$ cat config.mk
export PLATFORM = sky130hd
export DESIGN_NAME = lcs_line_code
export DESIGN_NICKNAME = d
export VERILOG_FILES = /design/src/pkg/lcs_pkg.sv /design/src/verilog/lcs_sync.sv /design/src/verilog/lcs_cv_counter.sv /design/src/verilog/lcs_line_code.sv
export SDC_FILE = /design/constraint.sdc
export NUM_CORES = 1
export LEC_CHECK = 0
export ABC_AREA = 1
export BUFFER_PORTS_ARGS = -buffer_cell sky130_fd_sc_hd__buf_2
export CAP_MARGIN = 5
export CORE_UTILIZATION = 50
export DETAILED_ROUTE_END_ITERATION = 10
export GPL_ROUTABILITY_DRIVEN = 0
export PLACE_DENSITY = 0.71
export SLEW_MARGIN = 25
export SYNTH_ARGS = -nofsm -noshare
export SYNTH_HDL_FRONTEND = slang
export SYNTH_HIERARCHICAL = 1
export SYNTH_SLANG_ARGS = --single-unit
export TNS_END_PERCENT = 10
$ cat constraint.sdc
create_clock -name i_sys_clk -period 2.7 [get_ports i_sys_clk]
set_input_delay 0.54 -clock i_sys_clk [delete_from_list [all_inputs] [get_ports i_sys_clk]]
set_output_delay 0.54 -clock i_sys_clk [all_outputs]
set_load 0.03 [all_outputs]
$ cat src/pkg/lcs_pkg.sv
package lcs_pkg;

  // register bus geometry
  localparam int ADDR_W = 8;
  localparam int DATA_W = 32;

  // register byte offsets
  localparam logic [7:0] OFF_CTRL  = 8'h00;
  localparam logic [7:0] OFF_CLKX  = 8'h04;
  localparam logic [7:0] OFF_CVC   = 8'h08;
  localparam logic [7:0] OFF_STAT  = 8'h0c;
  localparam logic [7:0] OFF_MASK  = 8'h10;
  localparam logic [7:0] OFF_STATE = 8'h14;

  // interrupt status bit positions
  localparam int IRQ_W   = 2;
  localparam int IRQ_CV  = 0;
  localparam int IRQ_OVF = 1;

  // receive clock selection
  localparam int CLK_SEL_W = 3;
  localparam logic [2:0] CLK_SEL_ROUTE = 3'h0;
  localparam int DCO_STEP = 4; // dco half period per select step, sys clocks

  // window depth of the zero substitution codes
  localparam int WIN_D = 8;

  typedef enum logic [1:0] {
    CODE_NRZ  = 2'b00,
    CODE_CMI  = 2'b01,
    CODE_AMI  = 2'b10,
    CODE_HDBB = 2'b11
  } lcs_code_t;

  // transmit slot role after zero substitution
  typedef enum logic [1:0] {
    TXS_DATA,
    TXS_LEAD,
    TXS_VIOL,
    TXS_BAL
  } lcs_txrole_t;

  // control register, field positions fixed by member order (lsb last)
  typedef struct packed {
    logic [2:0] rx_clock_source_sel;
    logic       cmi_post_hdb3;
    logic       term_port_en;
    logic       termination_switch_bit;
    logic       e1_mode;
    logic       extended_violation_sel;
    logic       input_type_sel;
    logic       tx_dual_rail_en;
    logic       rx_dual_rail_en;
    lcs_code_t  tx_code_select;
    lcs_code_t  rx_code_select;
  } lcs_ctrl_t;

  localparam lcs_ctrl_t CTRL_RST = '0;

  // one received symbol: raw rails, decoded mark, error
  typedef struct packed {
    logic rp;
    logic rn;
    logic mark;
    logic err;
  } lcs_rslot_t;

  typedef struct packed {
    logic        d;
    lcs_txrole_t role;
  } lcs_tslot_t;

endpackage

$ cat src/verilog/lcs_sync.sv
`timescale 1ns/1ps
`default_nettype none
module lcs_sync
  import lcs_pkg::*;
#(
  parameter int W = 1
) (
  input  wire logic         i_sys_clk,
  input  wire logic         i_srst,
  input  wire logic [W-1:0] i_async,
  output logic      [W-1:0] o_sync
);

  logic [W-1:0] meta_reg;
  logic [W-1:0] meta_next;
  logic [W-1:0] sync_reg;
  logic [W-1:0] sync_next;

  // second stage is the only reader of the first
  always_comb begin
    meta_next = i_async;
    sync_next = meta_reg;
  end

  always_ff @(posedge i_sys_clk) begin
    if (i_srst) begin
      meta_reg <= '0;
      sync_reg <= '0;
    end else begin
      meta_reg <= meta_next;
      sync_reg <= sync_next;
    end
  end

  assign o_sync = sync_reg;

endmodule // lcs_sync
`default_nettype wire

$ cat src/verilog/lcs_cv_counter.sv
`timescale 1ns/1ps
`default_nettype none
module lcs_cv_counter
  import lcs_pkg::*;
#(
  parameter int W = 16
) (
  input  wire logic         i_sys_clk,
  input  wire logic         i_srst,
  input  wire logic         i_inc,
  input  wire logic         i_clr,
  output logic      [W-1:0] o_count,
  output logic              o_wrap
);

  logic [W-1:0] cnt_reg;
  logic [W-1:0] cnt_next;

  // an error in the clearing cycle still counts, so nothing is lost
  always_comb begin
    cnt_next = i_clr ? W'(i_inc) : cnt_reg + W'(i_inc);
  end

  always_ff @(posedge i_sys_clk) begin
    if (i_srst) begin
      cnt_reg <= '0;
    end else begin
      cnt_reg <= cnt_next;
    end
  end

  assign o_count = cnt_reg;
  assign o_wrap  = i_inc && !i_clr && (&cnt_reg);

endmodule // lcs_cv_counter
`default_nettype wire

$ cat src/verilog/lcs_line_code.sv
// How it works
// - two-bit code select per direction, independent
// - rail select bit per direction: single/dual
// - single-rail rx outputs depend on line code
// - tx framer inputs mapped per code and rail
// - input type picks ternary or optical CMI
// - E1 uses HDB3/AMI, T1 uses B8ZS/AMI
// - CMI decode, HDB3/AMI after, recovered clock
// - CMI decoder passes errors, corrects nothing
// - HDB3 double or extended violation detection
// - AMI flags every bipolar violation
// - each code error bumps 16-bit counter
// - rx clock from route clock or oscillator
// - eight clock pins each pick any channel clock
// - termination switch off after reset
// - port set: switch is pin XNOR bit
// - switch closes when effective control is one
//
// The address-and-strobe port and the register offsets were chosen for this implementation.
`timescale 1ns/1ps
`default_nettype none
module lcs_line_code
  import lcs_pkg::*;
#(
  parameter int CV_W  = 16,
  parameter int N_CLK = 8
) (
  input  wire logic               i_sys_clk,
  input  wire logic               i_srst,
  input  wire logic [ADDR_W-1:0]  i_addr,
  input  wire logic [DATA_W-1:0]  i_wdata,
  input  wire logic               i_wr,
  input  wire logic               i_rd,
  output logic      [DATA_W-1:0]  o_rdata,
  output logic                    o_irq,
  input  wire logic               i_line_clk,
  input  wire logic               i_line_in_a,
  input  wire logic               i_line_in_b,
  input  wire logic               i_optical_data_in,
  input  wire logic               i_termination_ctrl_in,
  input  wire logic               i_tx_primary_in,
  input  wire logic               i_tx_secondary_in,
  input  wire logic [N_CLK-1:0]   i_chan_rx_clk,
  output logic                    o_rx_primary_out,
  output logic                    o_rx_secondary_out,
  output logic                    o_rx_route_clk,
  output logic                    o_chan_rx_clk,
  output logic      [N_CLK-1:0]   o_rx_clk_pins,
  output logic                    o_line_out_a,
  output logic                    o_line_out_b,
  output logic                    o_tx_frame_marker,
  output logic                    o_switch_pin
);

  localparam int SEL_W = $clog2(N_CLK);
  localparam int SYN_W = 7 + N_CLK;

  function automatic logic rmark(input lcs_rslot_t s);
    return s.rp | s.rn;
  endfunction

  function automatic logic [SEL_W-1:0] pin_sel(input logic [31:0] x,
                                               input int i);
    return x[i*SEL_W +: SEL_W];
  endfunction

  // ---------------- synchronised pins
  logic [SYN_W-1:0] syn;
  logic             lclk_s, in_a_s, in_b_s, opt_s, term_s, txp_s, txs_s;
  logic [N_CLK-1:0] chclk_s;

  lcs_sync #(.W(SYN_W)) u_sync (
    .i_sys_clk (i_sys_clk),
    .i_srst    (i_srst),
    .i_async   ({i_chan_rx_clk, i_tx_secondary_in, i_tx_primary_in,
                 i_termination_ctrl_in, i_optical_data_in, i_line_in_b,
                 i_line_in_a, i_line_clk}),
    .o_sync    (syn)
  );

  assign {chclk_s, txs_s, txp_s, term_s, opt_s, in_b_s, in_a_s, lclk_s} = syn;

  // ---------------- registers
  lcs_ctrl_t         ctrl_reg, ctrl_next;
  logic [31:0]       clkx_reg, clkx_next;
  logic [IRQ_W-1:0]  stat_reg, stat_next;
  logic [IRQ_W-1:0]  mask_reg, mask_next;
  logic [DATA_W-1:0] rdata_reg, rdata_next;
  logic [CV_W-1:0]   cv_count;
  logic              cv_wrap, cv_inc, cv_clr;
  logic              lclk_d_reg, lclk_d_next;
  logic              rise, fall;
  logic              sw_reg, sw_next;

  // edge finder reads only the second synchroniser stage
  assign rise = lclk_s && !lclk_d_reg;
  assign fall = !lclk_s && lclk_d_reg;
  assign cv_clr = i_wr && (i_addr == OFF_CVC);

  // register writes, sticky status and read mux
  always_comb begin
    ctrl_next   = ctrl_reg;
    clkx_next   = clkx_reg;
    mask_next   = mask_reg;
    lclk_d_next = lclk_s;
    stat_next   = stat_reg;
    if (i_wr) begin
      unique case (i_addr)
        OFF_CTRL: ctrl_next = lcs_ctrl_t'(i_wdata[$bits(lcs_ctrl_t)-1:0]);
        OFF_CLKX: clkx_next = {8'h00, i_wdata[N_CLK*SEL_W-1:0]};
        OFF_MASK: mask_next = i_wdata[IRQ_W-1:0];
        OFF_STAT: stat_next = stat_reg & ~i_wdata[IRQ_W-1:0];
        default:  ;
      endcase
    end
    // set after clear: an event in the clearing cycle survives
    stat_next[IRQ_CV]  = stat_next[IRQ_CV] | cv_inc;
    stat_next[IRQ_OVF] = stat_next[IRQ_OVF] | cv_wrap;
    rdata_next = '0;
    if (i_rd) begin
      unique case (i_addr)
        OFF_CTRL:  rdata_next = DATA_W'(ctrl_reg);
        OFF_CLKX:  rdata_next = clkx_reg;
        OFF_CVC:   rdata_next = DATA_W'(cv_count);
        OFF_STAT:  rdata_next = DATA_W'(stat_reg);
        OFF_MASK:  rdata_next = DATA_W'(mask_reg);
        OFF_STATE: rdata_next = DATA_W'({o_chan_rx_clk, o_rx_route_clk,
                                         sw_reg});
        default:   rdata_next = '0;
      endcase
    end
  end

  always_ff @(posedge i_sys_clk) begin
    if (i_srst) begin
      ctrl_reg   <= CTRL_RST;
      clkx_reg   <= '0;
      stat_reg   <= '0;
      mask_reg   <= '0;
      rdata_reg  <= '0;
      lclk_d_reg <= 1'b0;
    end else begin
      ctrl_reg   <= ctrl_next;
      clkx_reg   <= clkx_next;
      stat_reg   <= stat_next;
      mask_reg   <= mask_next;
      rdata_reg  <= rdata_next;
      lclk_d_reg <= lclk_d_next;
    end
  end

  assign o_rdata = rdata_reg;
  assign o_irq   = |(stat_reg & mask_reg);

  lcs_cv_counter #(.W(CV_W)) u_cvc (
    .i_sys_clk (i_sys_clk),
    .i_srst    (i_srst),
    .i_inc     (cv_inc),
    .i_clr     (cv_clr),
    .o_count   (cv_count),
    .o_wrap    (cv_wrap)
  );

  // ---------------- receive decoder
  logic [WIN_D-1:0][3:0] rwin_reg, rwin_next;
  lcs_rslot_t            ins, pop;
  logic                  cmi_mode, hdb, b8zs, rx_stb, rx_idle_edge;
  logic                  cmi_h1_reg, cmi_h1_next;
  logic                  rlastp_reg, rlastp_next, rlastv_reg, rlastv_next;
  logic                  rpri_reg, rpri_next, rsec_reg, rsec_next;
  logic                  route_reg, route_next;
  logic                  cmi_src, v, accept, zrun;

  assign cmi_mode = ctrl_reg.rx_code_select == CODE_CMI;
  // optical pin only with the optical type and CMI code
  assign cmi_src  = ctrl_reg.input_type_sel ? opt_s : in_a_s;
  // CMI bit completes on the falling edge, route clock follows it
  assign rx_stb   = cmi_mode ? fall : rise;
  assign rx_idle_edge = cmi_mode ? rise : fall;
  assign hdb  = (ctrl_reg.rx_code_select == CODE_HDBB) ||
                (cmi_mode && ctrl_reg.cmi_post_hdb3);
  assign b8zs = (ctrl_reg.rx_code_select == CODE_HDBB) &&
                !ctrl_reg.e1_mode;
  assign pop  = lcs_rslot_t'(rwin_reg[WIN_D-1]);

  always_comb begin
    rwin_next   = rwin_reg;
    cmi_h1_next = cmi_h1_reg;
    rlastp_next = rlastp_reg;
    rlastv_next = rlastv_reg;
    rpri_next   = rpri_reg;
    rsec_next   = rsec_reg;
    route_next  = route_reg;
    ins         = '0;
    v           = 1'b0;
    accept      = 1'b0;
    zrun        = 1'b0;
    cv_inc      = 1'b0;
    if (cmi_mode && rise) begin
      cmi_h1_next = cmi_src;
    end
    if (rx_idle_edge) begin
      route_next = 1'b0;
    end
    if (rx_stb) begin
      route_next = 1'b1;
      if (cmi_mode) begin
        // equal halves are a one at that level; 10 is passed as error
        ins.rp   = cmi_h1_reg && cmi_src;
        ins.rn   = !cmi_h1_reg && !cmi_src;
        ins.err  = cmi_h1_reg && !cmi_src;
      end else begin
        ins.rp   = in_a_s;
        ins.rn   = in_b_s;
      end
      ins.mark = rmark(ins);
      if (ctrl_reg.rx_code_select != CODE_NRZ) begin
        v = ins.mark && (ins.rp == rlastp_reg);
        if (ins.mark) begin
          rlastp_next = ins.rp;
        end
        if (hdb && !b8zs) begin
          accept = v && (ins.rp != rlastv_reg) &&
                   !rmark(lcs_rslot_t'(rwin_reg[0])) &&
                   !rmark(lcs_rslot_t'(rwin_reg[1]));
          zrun = !ins.mark && !rmark(lcs_rslot_t'(rwin_reg[0])) &&
                 !rmark(lcs_rslot_t'(rwin_reg[1])) &&
                 !rmark(lcs_rslot_t'(rwin_reg[2]));
          if (v) begin
            rlastv_next = ins.rp;
          end
          if (ctrl_reg.extended_violation_sel) begin
            ins.err = ins.err | (v && !accept) | zrun;
          end else begin
            ins.err = ins.err | (v && ins.rp == rlastv_reg);
          end
        end else if (b8zs) begin
          zrun = !ins.mark;
          for (int k = 0; k < WIN_D - 1; k++) begin
            zrun = zrun && !rmark(lcs_rslot_t'(rwin_reg[k]));
          end
          ins.err = v | (ctrl_reg.extended_violation_sel && zrun);
        end else begin
          ins.err = ins.err | v;
        end
      end
      rwin_next = {rwin_reg[WIN_D-2:0], 4'(ins)};
      if (accept) begin
        // B00V or 000V decodes to four zeros
        rwin_next[0][1] = 1'b0;
        rwin_next[3][1] = 1'b0;
      end
      if (b8zs && rmark(lcs_rslot_t'(rwin_next[4])) &&
          rmark(lcs_rslot_t'(rwin_next[3])) &&
          rmark(lcs_rslot_t'(rwin_next[1])) &&
          rmark(lcs_rslot_t'(rwin_next[0])) &&
          !rmark(lcs_rslot_t'(rwin_next[7])) &&
          !rmark(lcs_rslot_t'(rwin_next[6])) &&
          !rmark(lcs_rslot_t'(rwin_next[5])) &&
          !rmark(lcs_rslot_t'(rwin_next[2])) &&
          (rwin_next[4][3] != rwin_next[3][3]) &&
          (rwin_next[3][3] == rwin_next[1][3]) &&
          (rwin_next[1][3] != rwin_next[0][3])) begin
        // 000VB0VB is an eight-zero substitution, not an error
        for (int k = 0; k < WIN_D; k++) begin
          rwin_next[k][1:0] = 2'b00;
        end
      end
      // popped slot drives the framer side for one whole bit period
      cv_inc = pop.err && (ctrl_reg.rx_code_select != CODE_NRZ);
      if (ctrl_reg.rx_dual_rail_en) begin
        rpri_next = pop.rp;
        rsec_next = pop.rn;
      end else begin
        rpri_next = pop.mark;
        rsec_next = (ctrl_reg.rx_code_select == CODE_NRZ) ? 1'b0
                                                          : pop.err;
      end
    end
  end

  always_ff @(posedge i_sys_clk) begin
    if (i_srst) begin
      rwin_reg   <= '0;
      cmi_h1_reg <= 1'b0;
      rlastp_reg <= 1'b0;
      rlastv_reg <= 1'b0;
      rpri_reg   <= 1'b0;
      rsec_reg   <= 1'b0;
      route_reg  <= 1'b0;
    end else begin
      rwin_reg   <= rwin_next;
      cmi_h1_reg <= cmi_h1_next;
      rlastp_reg <= rlastp_next;
      rlastv_reg <= rlastv_next;
      rpri_reg   <= rpri_next;
      rsec_reg   <= rsec_next;
      route_reg  <= route_next;
    end
  end

  assign o_rx_primary_out   = rpri_reg;
  assign o_rx_secondary_out = rsec_reg;
  assign o_rx_route_clk     = route_reg;

  // ---------------- transmit encoder
  logic [WIN_D-1:0][2:0] twin_reg, twin_next;
  lcs_tslot_t            tpop;
  logic                  tlastp_reg, tlastp_next, tpar_reg, tpar_next;
  logic                  outa_reg, outa_next, outb_reg, outb_next;
  logic                  fm_reg, fm_next, tcmi_reg, tcmi_next;
  logic                  tone_reg, tone_next;
  logic                  tmark, tpol, tzero4, tzero8;

  assign tpop = lcs_tslot_t'(twin_reg[WIN_D-1]);

  always_comb begin
    twin_next   = twin_reg;
    tlastp_next = tlastp_reg;
    tpar_next   = tpar_reg;
    outa_next   = outa_reg;
    outb_next   = outb_reg;
    fm_next     = fm_reg;
    tcmi_next   = tcmi_reg;
    tone_next   = tone_reg;
    tmark       = 1'b0;
    tpol        = tlastp_reg;
    tzero4      = 1'b0;
    tzero8      = 1'b0;
    if (rise) begin
      twin_next = {twin_reg[WIN_D-2:0], txp_s, TXS_DATA};
      tzero4 = 1'b1;
      tzero8 = 1'b1;
      for (int k = 0; k < WIN_D; k++) begin
        if (k < 4) begin
          tzero4 = tzero4 && (twin_next[k] == {1'b0, TXS_DATA});
        end
        tzero8 = tzero8 && (twin_next[k] == {1'b0, TXS_DATA});
      end
      if (ctrl_reg.tx_code_select == CODE_HDBB) begin
        if (ctrl_reg.e1_mode && tzero4) begin
          twin_next[3] = {1'b0, TXS_LEAD};
          twin_next[0] = {1'b0, TXS_VIOL};
        end else if (!ctrl_reg.e1_mode && tzero8) begin
          twin_next[4] = {1'b0, TXS_VIOL};
          twin_next[3] = {1'b0, TXS_BAL};
          twin_next[1] = {1'b0, TXS_VIOL};
          twin_next[0] = {1'b0, TXS_BAL};
        end
      end
      // decide the popped pulse; a lead pulse keeps violations alternating
      unique case (tpop.role)
        TXS_DATA: tmark = tpop.d;
        TXS_LEAD: tmark = !tpar_reg;
        TXS_VIOL: tmark = 1'b1;
        TXS_BAL:  tmark = 1'b1;
      endcase
      if (tmark && tpop.role != TXS_VIOL) begin
        tpol        = !tlastp_reg;
        tlastp_next = tpol;
        tpar_next   = !tpar_reg;
      end else if (tpop.role == TXS_VIOL) begin
        tpar_next   = 1'b0;
      end
      fm_next = 1'b0;
      unique case (ctrl_reg.tx_code_select)
        CODE_NRZ: begin
          outa_next = txp_s;
          outb_next = 1'b0;
          fm_next   = txs_s;
        end
        CODE_CMI: begin
          // one alternates its level, zero is low then high
          tcmi_next = txp_s ? !tcmi_reg : tcmi_reg;
          tone_next = txp_s;
          outa_next = txp_s ? !tcmi_reg : 1'b0;
          outb_next = 1'b0;
        end
        CODE_AMI: begin
          if (ctrl_reg.tx_dual_rail_en) begin
            outa_next = txp_s;
            outb_next = txs_s;
          end else begin
            outa_next = tmark && tpol;
            outb_next = tmark && !tpol;
          end
        end
        CODE_HDBB: begin
          outa_next = tmark && tpol;
          outb_next = tmark && !tpol;
        end
      endcase
    end
    if (fall && ctrl_reg.tx_code_select == CODE_CMI) begin
      // a one holds its level, a zero always ends high
      outa_next = tone_reg ? tcmi_reg : 1'b1;
    end
  end

  always_ff @(posedge i_sys_clk) begin
    if (i_srst) begin
      twin_reg   <= '0;
      tlastp_reg <= 1'b0;
      tpar_reg   <= 1'b0;
      outa_reg   <= 1'b0;
      outb_reg   <= 1'b0;
      fm_reg     <= 1'b0;
      tcmi_reg   <= 1'b0;
      tone_reg   <= 1'b0;
    end else begin
      twin_reg   <= twin_next;
      tlastp_reg <= tlastp_next;
      tpar_reg   <= tpar_next;
      outa_reg   <= outa_next;
      outb_reg   <= outb_next;
      fm_reg     <= fm_next;
      tcmi_reg   <= tcmi_next;
      tone_reg   <= tone_next;
    end
  end

  assign o_line_out_a      = outa_reg;
  assign o_line_out_b      = outb_reg;
  assign o_tx_frame_marker = fm_reg;

  // ---------------- clocks and termination
  logic [7:0]       dco_cnt_reg, dco_cnt_next;
  logic [7:0]       dco_half;
  logic             dco_reg, dco_next, chclk_reg, chclk_next;
  logic [N_CLK-1:0] pins_reg, pins_next;

  assign dco_half = 8'(ctrl_reg.rx_clock_source_sel) * 8'(DCO_STEP);

  always_comb begin
    dco_cnt_next = dco_cnt_reg + 8'h01;
    dco_next     = dco_reg;
    if (dco_cnt_reg + 8'h01 >= dco_half) begin
      dco_cnt_next = 8'h00;
      dco_next     = !dco_reg;
    end
    chclk_next = (ctrl_reg.rx_clock_source_sel == CLK_SEL_ROUTE) ? route_reg
                                                                 : dco_reg;
    for (int i = 0; i < N_CLK; i++) begin
      pins_next[i] = chclk_s[pin_sel(clkx_reg, i)];
    end
    // port-driven control is the equivalence of pin and bit
    sw_next = ctrl_reg.term_port_en
            ? !(term_s ^ ctrl_reg.termination_switch_bit)
            : ctrl_reg.termination_switch_bit;
  end

  always_ff @(posedge i_sys_clk) begin
    if (i_srst) begin
      dco_cnt_reg <= 8'h00;
      dco_reg     <= 1'b0;
      chclk_reg   <= 1'b0;
      pins_reg    <= '0;
      sw_reg      <= 1'b0;
    end else begin
      dco_cnt_reg <= dco_cnt_next;
      dco_reg     <= dco_next;
      chclk_reg   <= chclk_next;
      pins_reg    <= pins_next;
      sw_reg      <= sw_next;
    end
  end

  assign o_chan_rx_clk = chclk_reg;
  assign o_rx_clk_pins = pins_reg;
  assign o_switch_pin  = sw_reg;

endmodule // lcs_line_code
`default_nettype wire

==> results.json, run 1 <==
{
  "clk_pin_slew_worst_paths_ns": 0.06,
  "nNetsFinal": 1319,
  "worstSetupEndpointType": "register",
  "max_cap_violations": 0,
  "drcViolationCount": 0,
  "synth_most_common_cell": "dfxtp_1",
  "synth_common_cells": "dfxtp_1 (202), inv_1 (159), nor2_1 (156)",
  "num_rows": 47,
  "wl_um": 20800,
  "die_w_um": 134,
  "grt_pass1_wl_um": 33700,
  "cts_buffers": 22,
  "cts_hold_buf": 0,
  "ys_types": 49,
  "r2r_cells": 15,
  "antenna_found_initial": 0,
  "fin_tns_setup_ns": 0,
  "die_y_um": 134,
  "ant_nets": 0,
  "worst_r2r_startpoint": "ctrl_reg[0]$_SDFFE_PP0P_",
  "cts_tree": "done",
  "grt_remaining_overflow": 0,
  "grt_pass1_vias": 6916,
  "post-route-period-util_pct": 89.2,
  "initial_core_util_pct": 51.9,
  "final_cell_area_um2": 10100,
  "cts.sinks": 202,
  "avgRoutedWirePerCell_um": 14.0,
  "finalHoldViolCount": 0,
  "cp_max_fo": 8,
  "layout_min_cycle_time_ns": 2.41,
  "p_leak_nw": 4.35,
  "clockBufferDepth": 3,
  "tightest_slew_ns": 0.737,
  "critPathKind": "reg -> reg",
  "fin_worst_skew_ns": 0.0135,
  "clkLatencyLatePin_ns": 0.50,
  "setup_viol": 0,
  "worst_slack_ns": 0.292,
  "portBuffers": 91,
  "syn_inst": 1165,
  "dr.pass1.iters": 5,
  "final_core_util_pct": 60.0,
  "grt_usage_pct": 23.2,
  "ys_warn_count": 6,
  "syn_area_um2": 8730,
  "synth_edf_count": 0,
  "ioPinCount": 108,
  "cp-start-kind": "register",
  "yosysTopAreaCellShare_pct": 46.3,
  "slew_headroom_pct": 50.8,
  "min-delay-start": "i_chan_rx_clk[7]",
  "clock.fmax_ghz": 0.415,
  "p_per_area_nw_per_um2": 656,
  "hp-class": "in -> reg",
  "num_antenna_cells": 0,
  "die_area_um2": 18000,
  "drtIter0Drc": 615,
  "avgSynthCellArea_um2": 7.49,
  "min_path_cells": 3,
  "drive_gt1_share_pct": 15.3,
  "cts_resized": 0,
  "peakVddDrop_mv": 0.508,
  "largest_register_ffs": 28,
  "cp_data_required_time_ns": 3.15,
  "slew_violations": 0,
  "place_area_um2": 9320,
  "p_total_mw": 6.61,
  "synth.area.top_cells": "dfxtp_1 (46%), o21ai_0 (7.5%), inv_1 (6.8%)",
  "vias": 7700,
  "htreeDepth": 1,
  "synth-seq-cells": 202,
  "grt_max_degree": 98,
  "hpwl_um": 14200,
  "ys_seq_area_share_pct": 46.3,
  "dpl.cell_count": 1446,
  "min_delay_worst_endpoint": "u_sync/meta_reg[14]$_SDFF_PP0_",
  "cp.arrival_ns": 2.85,
  "detail_route.vias_per_cell": 5.19,
  "rrSetupSlack_ns": 0.29,
  "async_flop_share_pct": 0,
  "syn2layout_area_growth_pct": 15.6,
  "synth-main-ff-cell": "dfxtp_1",
  "root_buffer": "clkbuf_16",
  "yosys.area.top_type": "dfxtp_1",
  "post-place-ws_ns": 0.333,
  "status": "finished, final reports clean",
  "r2r-end": "u_cvc/o_count[14]$_SDFF_PP0_",
  "whs_ns": 0.238,
  "instances_no_fill": 1484,
  "cts_setup_buffers": 0,
  "rsz0062_at_grt": "no",
  "core_area_um2": 16800
}
==> report_power, final <==
part | total (mW) | switching, mW | leakage, nW | internal, mW
logic | 0.382 | 0.253 | 2.33 | 0.129
clock network | 3.12 | 1.17 | 0.381 | 1.96
registers | 3.11 | 0.0495 | 1.64 | 3.06
==> per-layer routing <==
layer  GRT usage [%]  wire (um)
met1            32.8       9880
met5               0          0
met2            36.5       9130
met4            7.05        459
met3            3.29       1310
==> cell families after synthesis <==
kind of cell               after synthesis  synth area share (%)
other                                    1                0.0430
AOI/OAI and AO/OA                      313                  19.8
buffers and inverters                  219                  10.4
DFF                                    202                  46.3
and+or+nand+nor                        410                  21.0
adders and majority gates               10                  1.43
xor gates and xnor gates                10                  1.00
==> final cells by class <==
class,count,area [um^2]
sequential,202,4040
tap,220,275
multi-input combinational,754,3810
inverter,168,631
clock buffer,34,697
timing repair buffer,102,551
fill,1597,6730
clock inverter,4,73.8
==> cell usage in the layout, fill, tap and decap left out, types with 2 or more instances in the layout <==
master     netlist  routed
clkbuf_16        0      23
buf_4            9      10
nor4_1           3       3
nand2_2         15      15
nor2_2           4       4
xor2_1           8       8
inv_2            8       9
a31oi_1         13      13
nand3_1         34      34
nand2_4          3       3
o21ai_0        131     131
nor3_1          13      13
inv_1          159     158
nor3_2           2       2
clkbuf_8         0       8
bufinv_16        0       2
a21oi_1        110     110
nor2_4           5       5
nand3b_1         3       3
a21oi_2         10      10
a311oi_1         2       2
conb_1           1      11
o22ai_1          3       3
nand3_2          4       4
buf_2            9      91
a211oi_1         2       2
o211ai_1        10      10
o221ai_1         9       9
nand2_1        153     153
nand4_1          8       8
nor2_1         156     156
dfxtp_1        202     202
o21ai_1         17      17
clkbuf_1        25       3
ha_1            10      10
xnor2_1          2       2
==> critical path: stages, from the launching register on <==
cell and delay [ns]:
dfxtp_1 0.46, nand2_4 0.13, inv_1 0.09, nand2_1 0.06
nand2_2 0.07, inv_2 0.09, nor2_2 0.11, inv_1 0.08
nor2_1 0.22, ha_1 0.24, ha_1 0.22, nand3_2 0.15
nor2_4 0.18, nand3_2 0.08, nor2b_4 0.13, nor2_2 0.06
==> worst max-delay path by stage <==
stage / to / depth (start not counted) / start / slack, ns
4_1_cts: u_cvc/o_count[14]$_SDFF_PP0_ / 15 / ctrl_reg[0]$_SDFFE_PP0P_ / 0.30
6_report: u_cvc/o_count[14]$_SDFF_PP0_ / 15 / ctrl_reg[0]$_SDFFE_PP0P_ / 0.29
5_1_grt: u_cvc/o_count[14]$_SDFF_PP0_ / 15 / ctrl_reg[0]$_SDFFE_PP0P_ / 0.11
3_5_place_dp: u_cvc/o_count[14]$_SDFF_PP0_ / 15 / ctrl_reg[0]$_SDFFE_PP0P_ / 0.33
2_1_floorplan: u_cvc/o_count[14]$_SDFF_PP0_ / 15 / ctrl_reg[0]$_SDFFE_PP0P_ / 0.49
3_3_place_gp: u_cvc/o_count[14]$_SDFF_PP0_ / 15 / ctrl_reg[0]$_SDFFE_PP0P_ / 0.40
(Power assumes the default switching activity.)
==> inputs of run 2 (changes only) <==
Settings changed: CORE_UTILIZATION 50 to 58, PLACE_DENSITY 0.71 to 0.81.
==> results.json, run 2 (synthesized netlist as in run 1, its figures left out) <==
{
  "status": "finished, final reports clean",
  "max_cap_violations": 0,
  "instances_no_fill": 1444,
  "hpwl_um": 14100,
  "swShare_pct": 22.5,
  "place_area_um2": 9240,
  "cts_hold_buf": 0,
  "cts_tree": "done",
  "layout_common_cells": "dfxtp_1 (202), inv_1 (158), nor2_1 (156)",
  "finalHoldViolCount": 0,
  "whs_ns": 0.255,
  "p_per_area_nw_per_um2": 637,
  "cp-start-kind": "register",
  "die_area_um2": 15500,
  "root_buffer": "clkbuf_16",
  "slowest_stage": "dfxtp_1",
  "largest_register_ffs": 28,
  "core_area_um2": 14600,
  "vias": 7753,
  "min_delay_worst_endpoint": "u_sync/meta_reg[10]$_SDFF_PP0_",
  "grt_usage_pct": 26.2,
  "slew_headroom_pct": 42.9,
  "drive_gt1_share_pct": 14.8,
  "clk_pin_slew_worst_paths_ns": 0.06,
  "pwr-share-seq_pct": 49.2,
  "grt_pass1_wl_um": 33600,
  "r2r_cells": 15,
  "clkLatencyLatePin_ns": 0.49,
  "wl_um": 20600,
  "rrSetupSlack_ns": 0.32,
  "grt_max_degree": 98,
  "avgRoutedWirePerCell_um": 14.2,
  "post-route-period-util_pct": 88.0,
  "min-delay-start": "i_chan_rx_clk[3]",
  "antenna_found_initial": 0,
  "cts_resized": 0,
  "tightest_slew_ns": 0.857,
  "grt_pass1_vias": 7065,
  "cp.arrival_ns": 2.81,
  "p_sw_mw": 1.42,
  "syn2layout_area_growth_pct": 13.6,
  "max_stage_delay_ns": 0.46,
  "p_int_mw": 4.89,
  "cp_max_fo": 8,
  "min_path_cells": 3,
  "num_rows": 44,
  "post-place-ws_ns": 0.387,
  "worst_r2r_startpoint": "ctrl_reg[0]$_SDFFE_PP0P_",
  "dr.pass1.iters": 5,
  "num_antenna_cells": 0,
  "drcViolationCount": 0,
  "cts_buffers": 21,
  "clock_power_share_pct": 44.7,
  "critPathTopFamily": "simple AND/OR/NAND/NOR gates",
  "fin_worst_skew_ns": 0.00802,
  "cts.sinks": 202,
  "die_y_um": 125,
  "drtIter0Drc": 663,
  "worst_slack_ns": 0.324,
  "portBuffers": 91,
  "num-fill-cells": 1214,
  "crit_buf_inv": 3,
  "cts_setup_buffers": 0,
  "worstSetupEndpointType": "register",
  "clockBufferDepth": 3,
  "nNetsFinal": 1316,
  "htreeDepth": 1,
  "pwr-share-comb_pct": 6.0,
  "critPathKind": "reg -> reg",
  "detail_route.vias_per_cell": 5.37,
  "die_w_um": 125,
  "hp-class": "in -> reg",
  "setup_viol": 0,
  "peakVddDrop_mv": 0.506,
  "dpl.cell_count": 1408,
  "worstPathCellList": "nand2_4 -> inv_1 -> nand2_1 -> nand2_2 -> inv_2 -> nor2_2 -> inv_1 -> nor2_1 -> ha_1 -> ha_1 -> nand3_2 -> nor2_4 -> nand3_2 -> nor2b_4 -> nor2_2",
  "initial_core_util_pct": 59.8,
  "r2r-end": "u_cvc/o_count[14]$_SDFF_PP0_",
  "layout_commonest_cell": "dfxtp_1",
  "slew_violations": 0,
  "ant_nets": 0,
  "rsz0062_at_grt": "no",
  "clock.fmax_ghz": 0.421,
  "layout_min_cycle_time_ns": 2.38,
  "fin_tns_setup_ns": 0,
  "cp_data_required_time_ns": 3.14,
  "p_leak_nw": 4.28,
  "ioPinCount": 108,
  "grt_remaining_overflow": 0,
  "final_cell_area_um2": 9910
}
-- run 2: worst min-delay path, delay by kind of cell --
| family | cells | cell delay (ns) |
|---|---|---|
| simple gates | 1 | 0.06 |
| buf+inv | 2 | 0.10 |
-- run 2: area by class of cell --
class                           instances  area, um^2  area share, %
Clock buffer                           31         593           5.98
Clock inverter                          5        77.6          0.783
Inverter                              168         631           6.36
Multi-Input combinational cell        754        3810           38.5
Sequential cell                       202        4040           40.8
Tap cell                              184         230           2.32
Timing Repair Buffer                  100         523           5.28
-- run 2: worst max-delay path by stage --
stage | from | endpoint | slack, ns | depth (start not counted)
CTS | ctrl_reg[0]$_SDFFE_PP0P_ | u_cvc/o_count[14]$_SDFF_PP0_ | 0.38 | 15
global placement | ctrl_reg[0]$_SDFFE_PP0P_ | u_cvc/o_count[14]$_SDFF_PP0_ | 0.44 | 15
detailed placement | ctrl_reg[0]$_SDFFE_PP0P_ | u_cvc/o_count[14]$_SDFF_PP0_ | 0.39 | 15
finish | ctrl_reg[0]$_SDFFE_PP0P_ | u_cvc/o_count[14]$_SDFF_PP0_ | 0.32 | 15
floorplan | ctrl_reg[0]$_SDFFE_PP0P_ | u_cvc/o_count[14]$_SDFF_PP0_ | 0.49 | 15
global route | ctrl_reg[0]$_SDFFE_PP0P_ | u_cvc/o_count[14]$_SDFF_PP0_ | 0.17 | 15
-- run 2: routing by layer --
metal	GRT usage, %	up-vias	share of wire [%]	wire length [um]
met5	0	-	0	0
met4	8.93	0	2.8	570
met3	4.38	45	6.8	1400
met2	42.8	267	46	9440
met1	35.0	3501	45	9150
li1	-	3940	-	-
-- run 2: through the flow --
step / utilization (%) / power [mW]
after global placement: 63.4 / 3.53
final: 68.0 / 6.31
after floorplan: - / 3.43
after CTS: 68.0 / 6.34
after detailed placement: 63.4 / 3.55
after global routing: 68.0 / 6.53
-- run 2: power by group through the flow --
stage	clock network [mW]	registers, mW	logic [mW]
finish	2.82	3.11	0.381
CTS	2.85	3.11	0.380
global route	2.99	3.11	0.429
global placement	0	3.17	0.365
detailed placement	0	3.17	0.374
floorplan	0	3.17	0.259
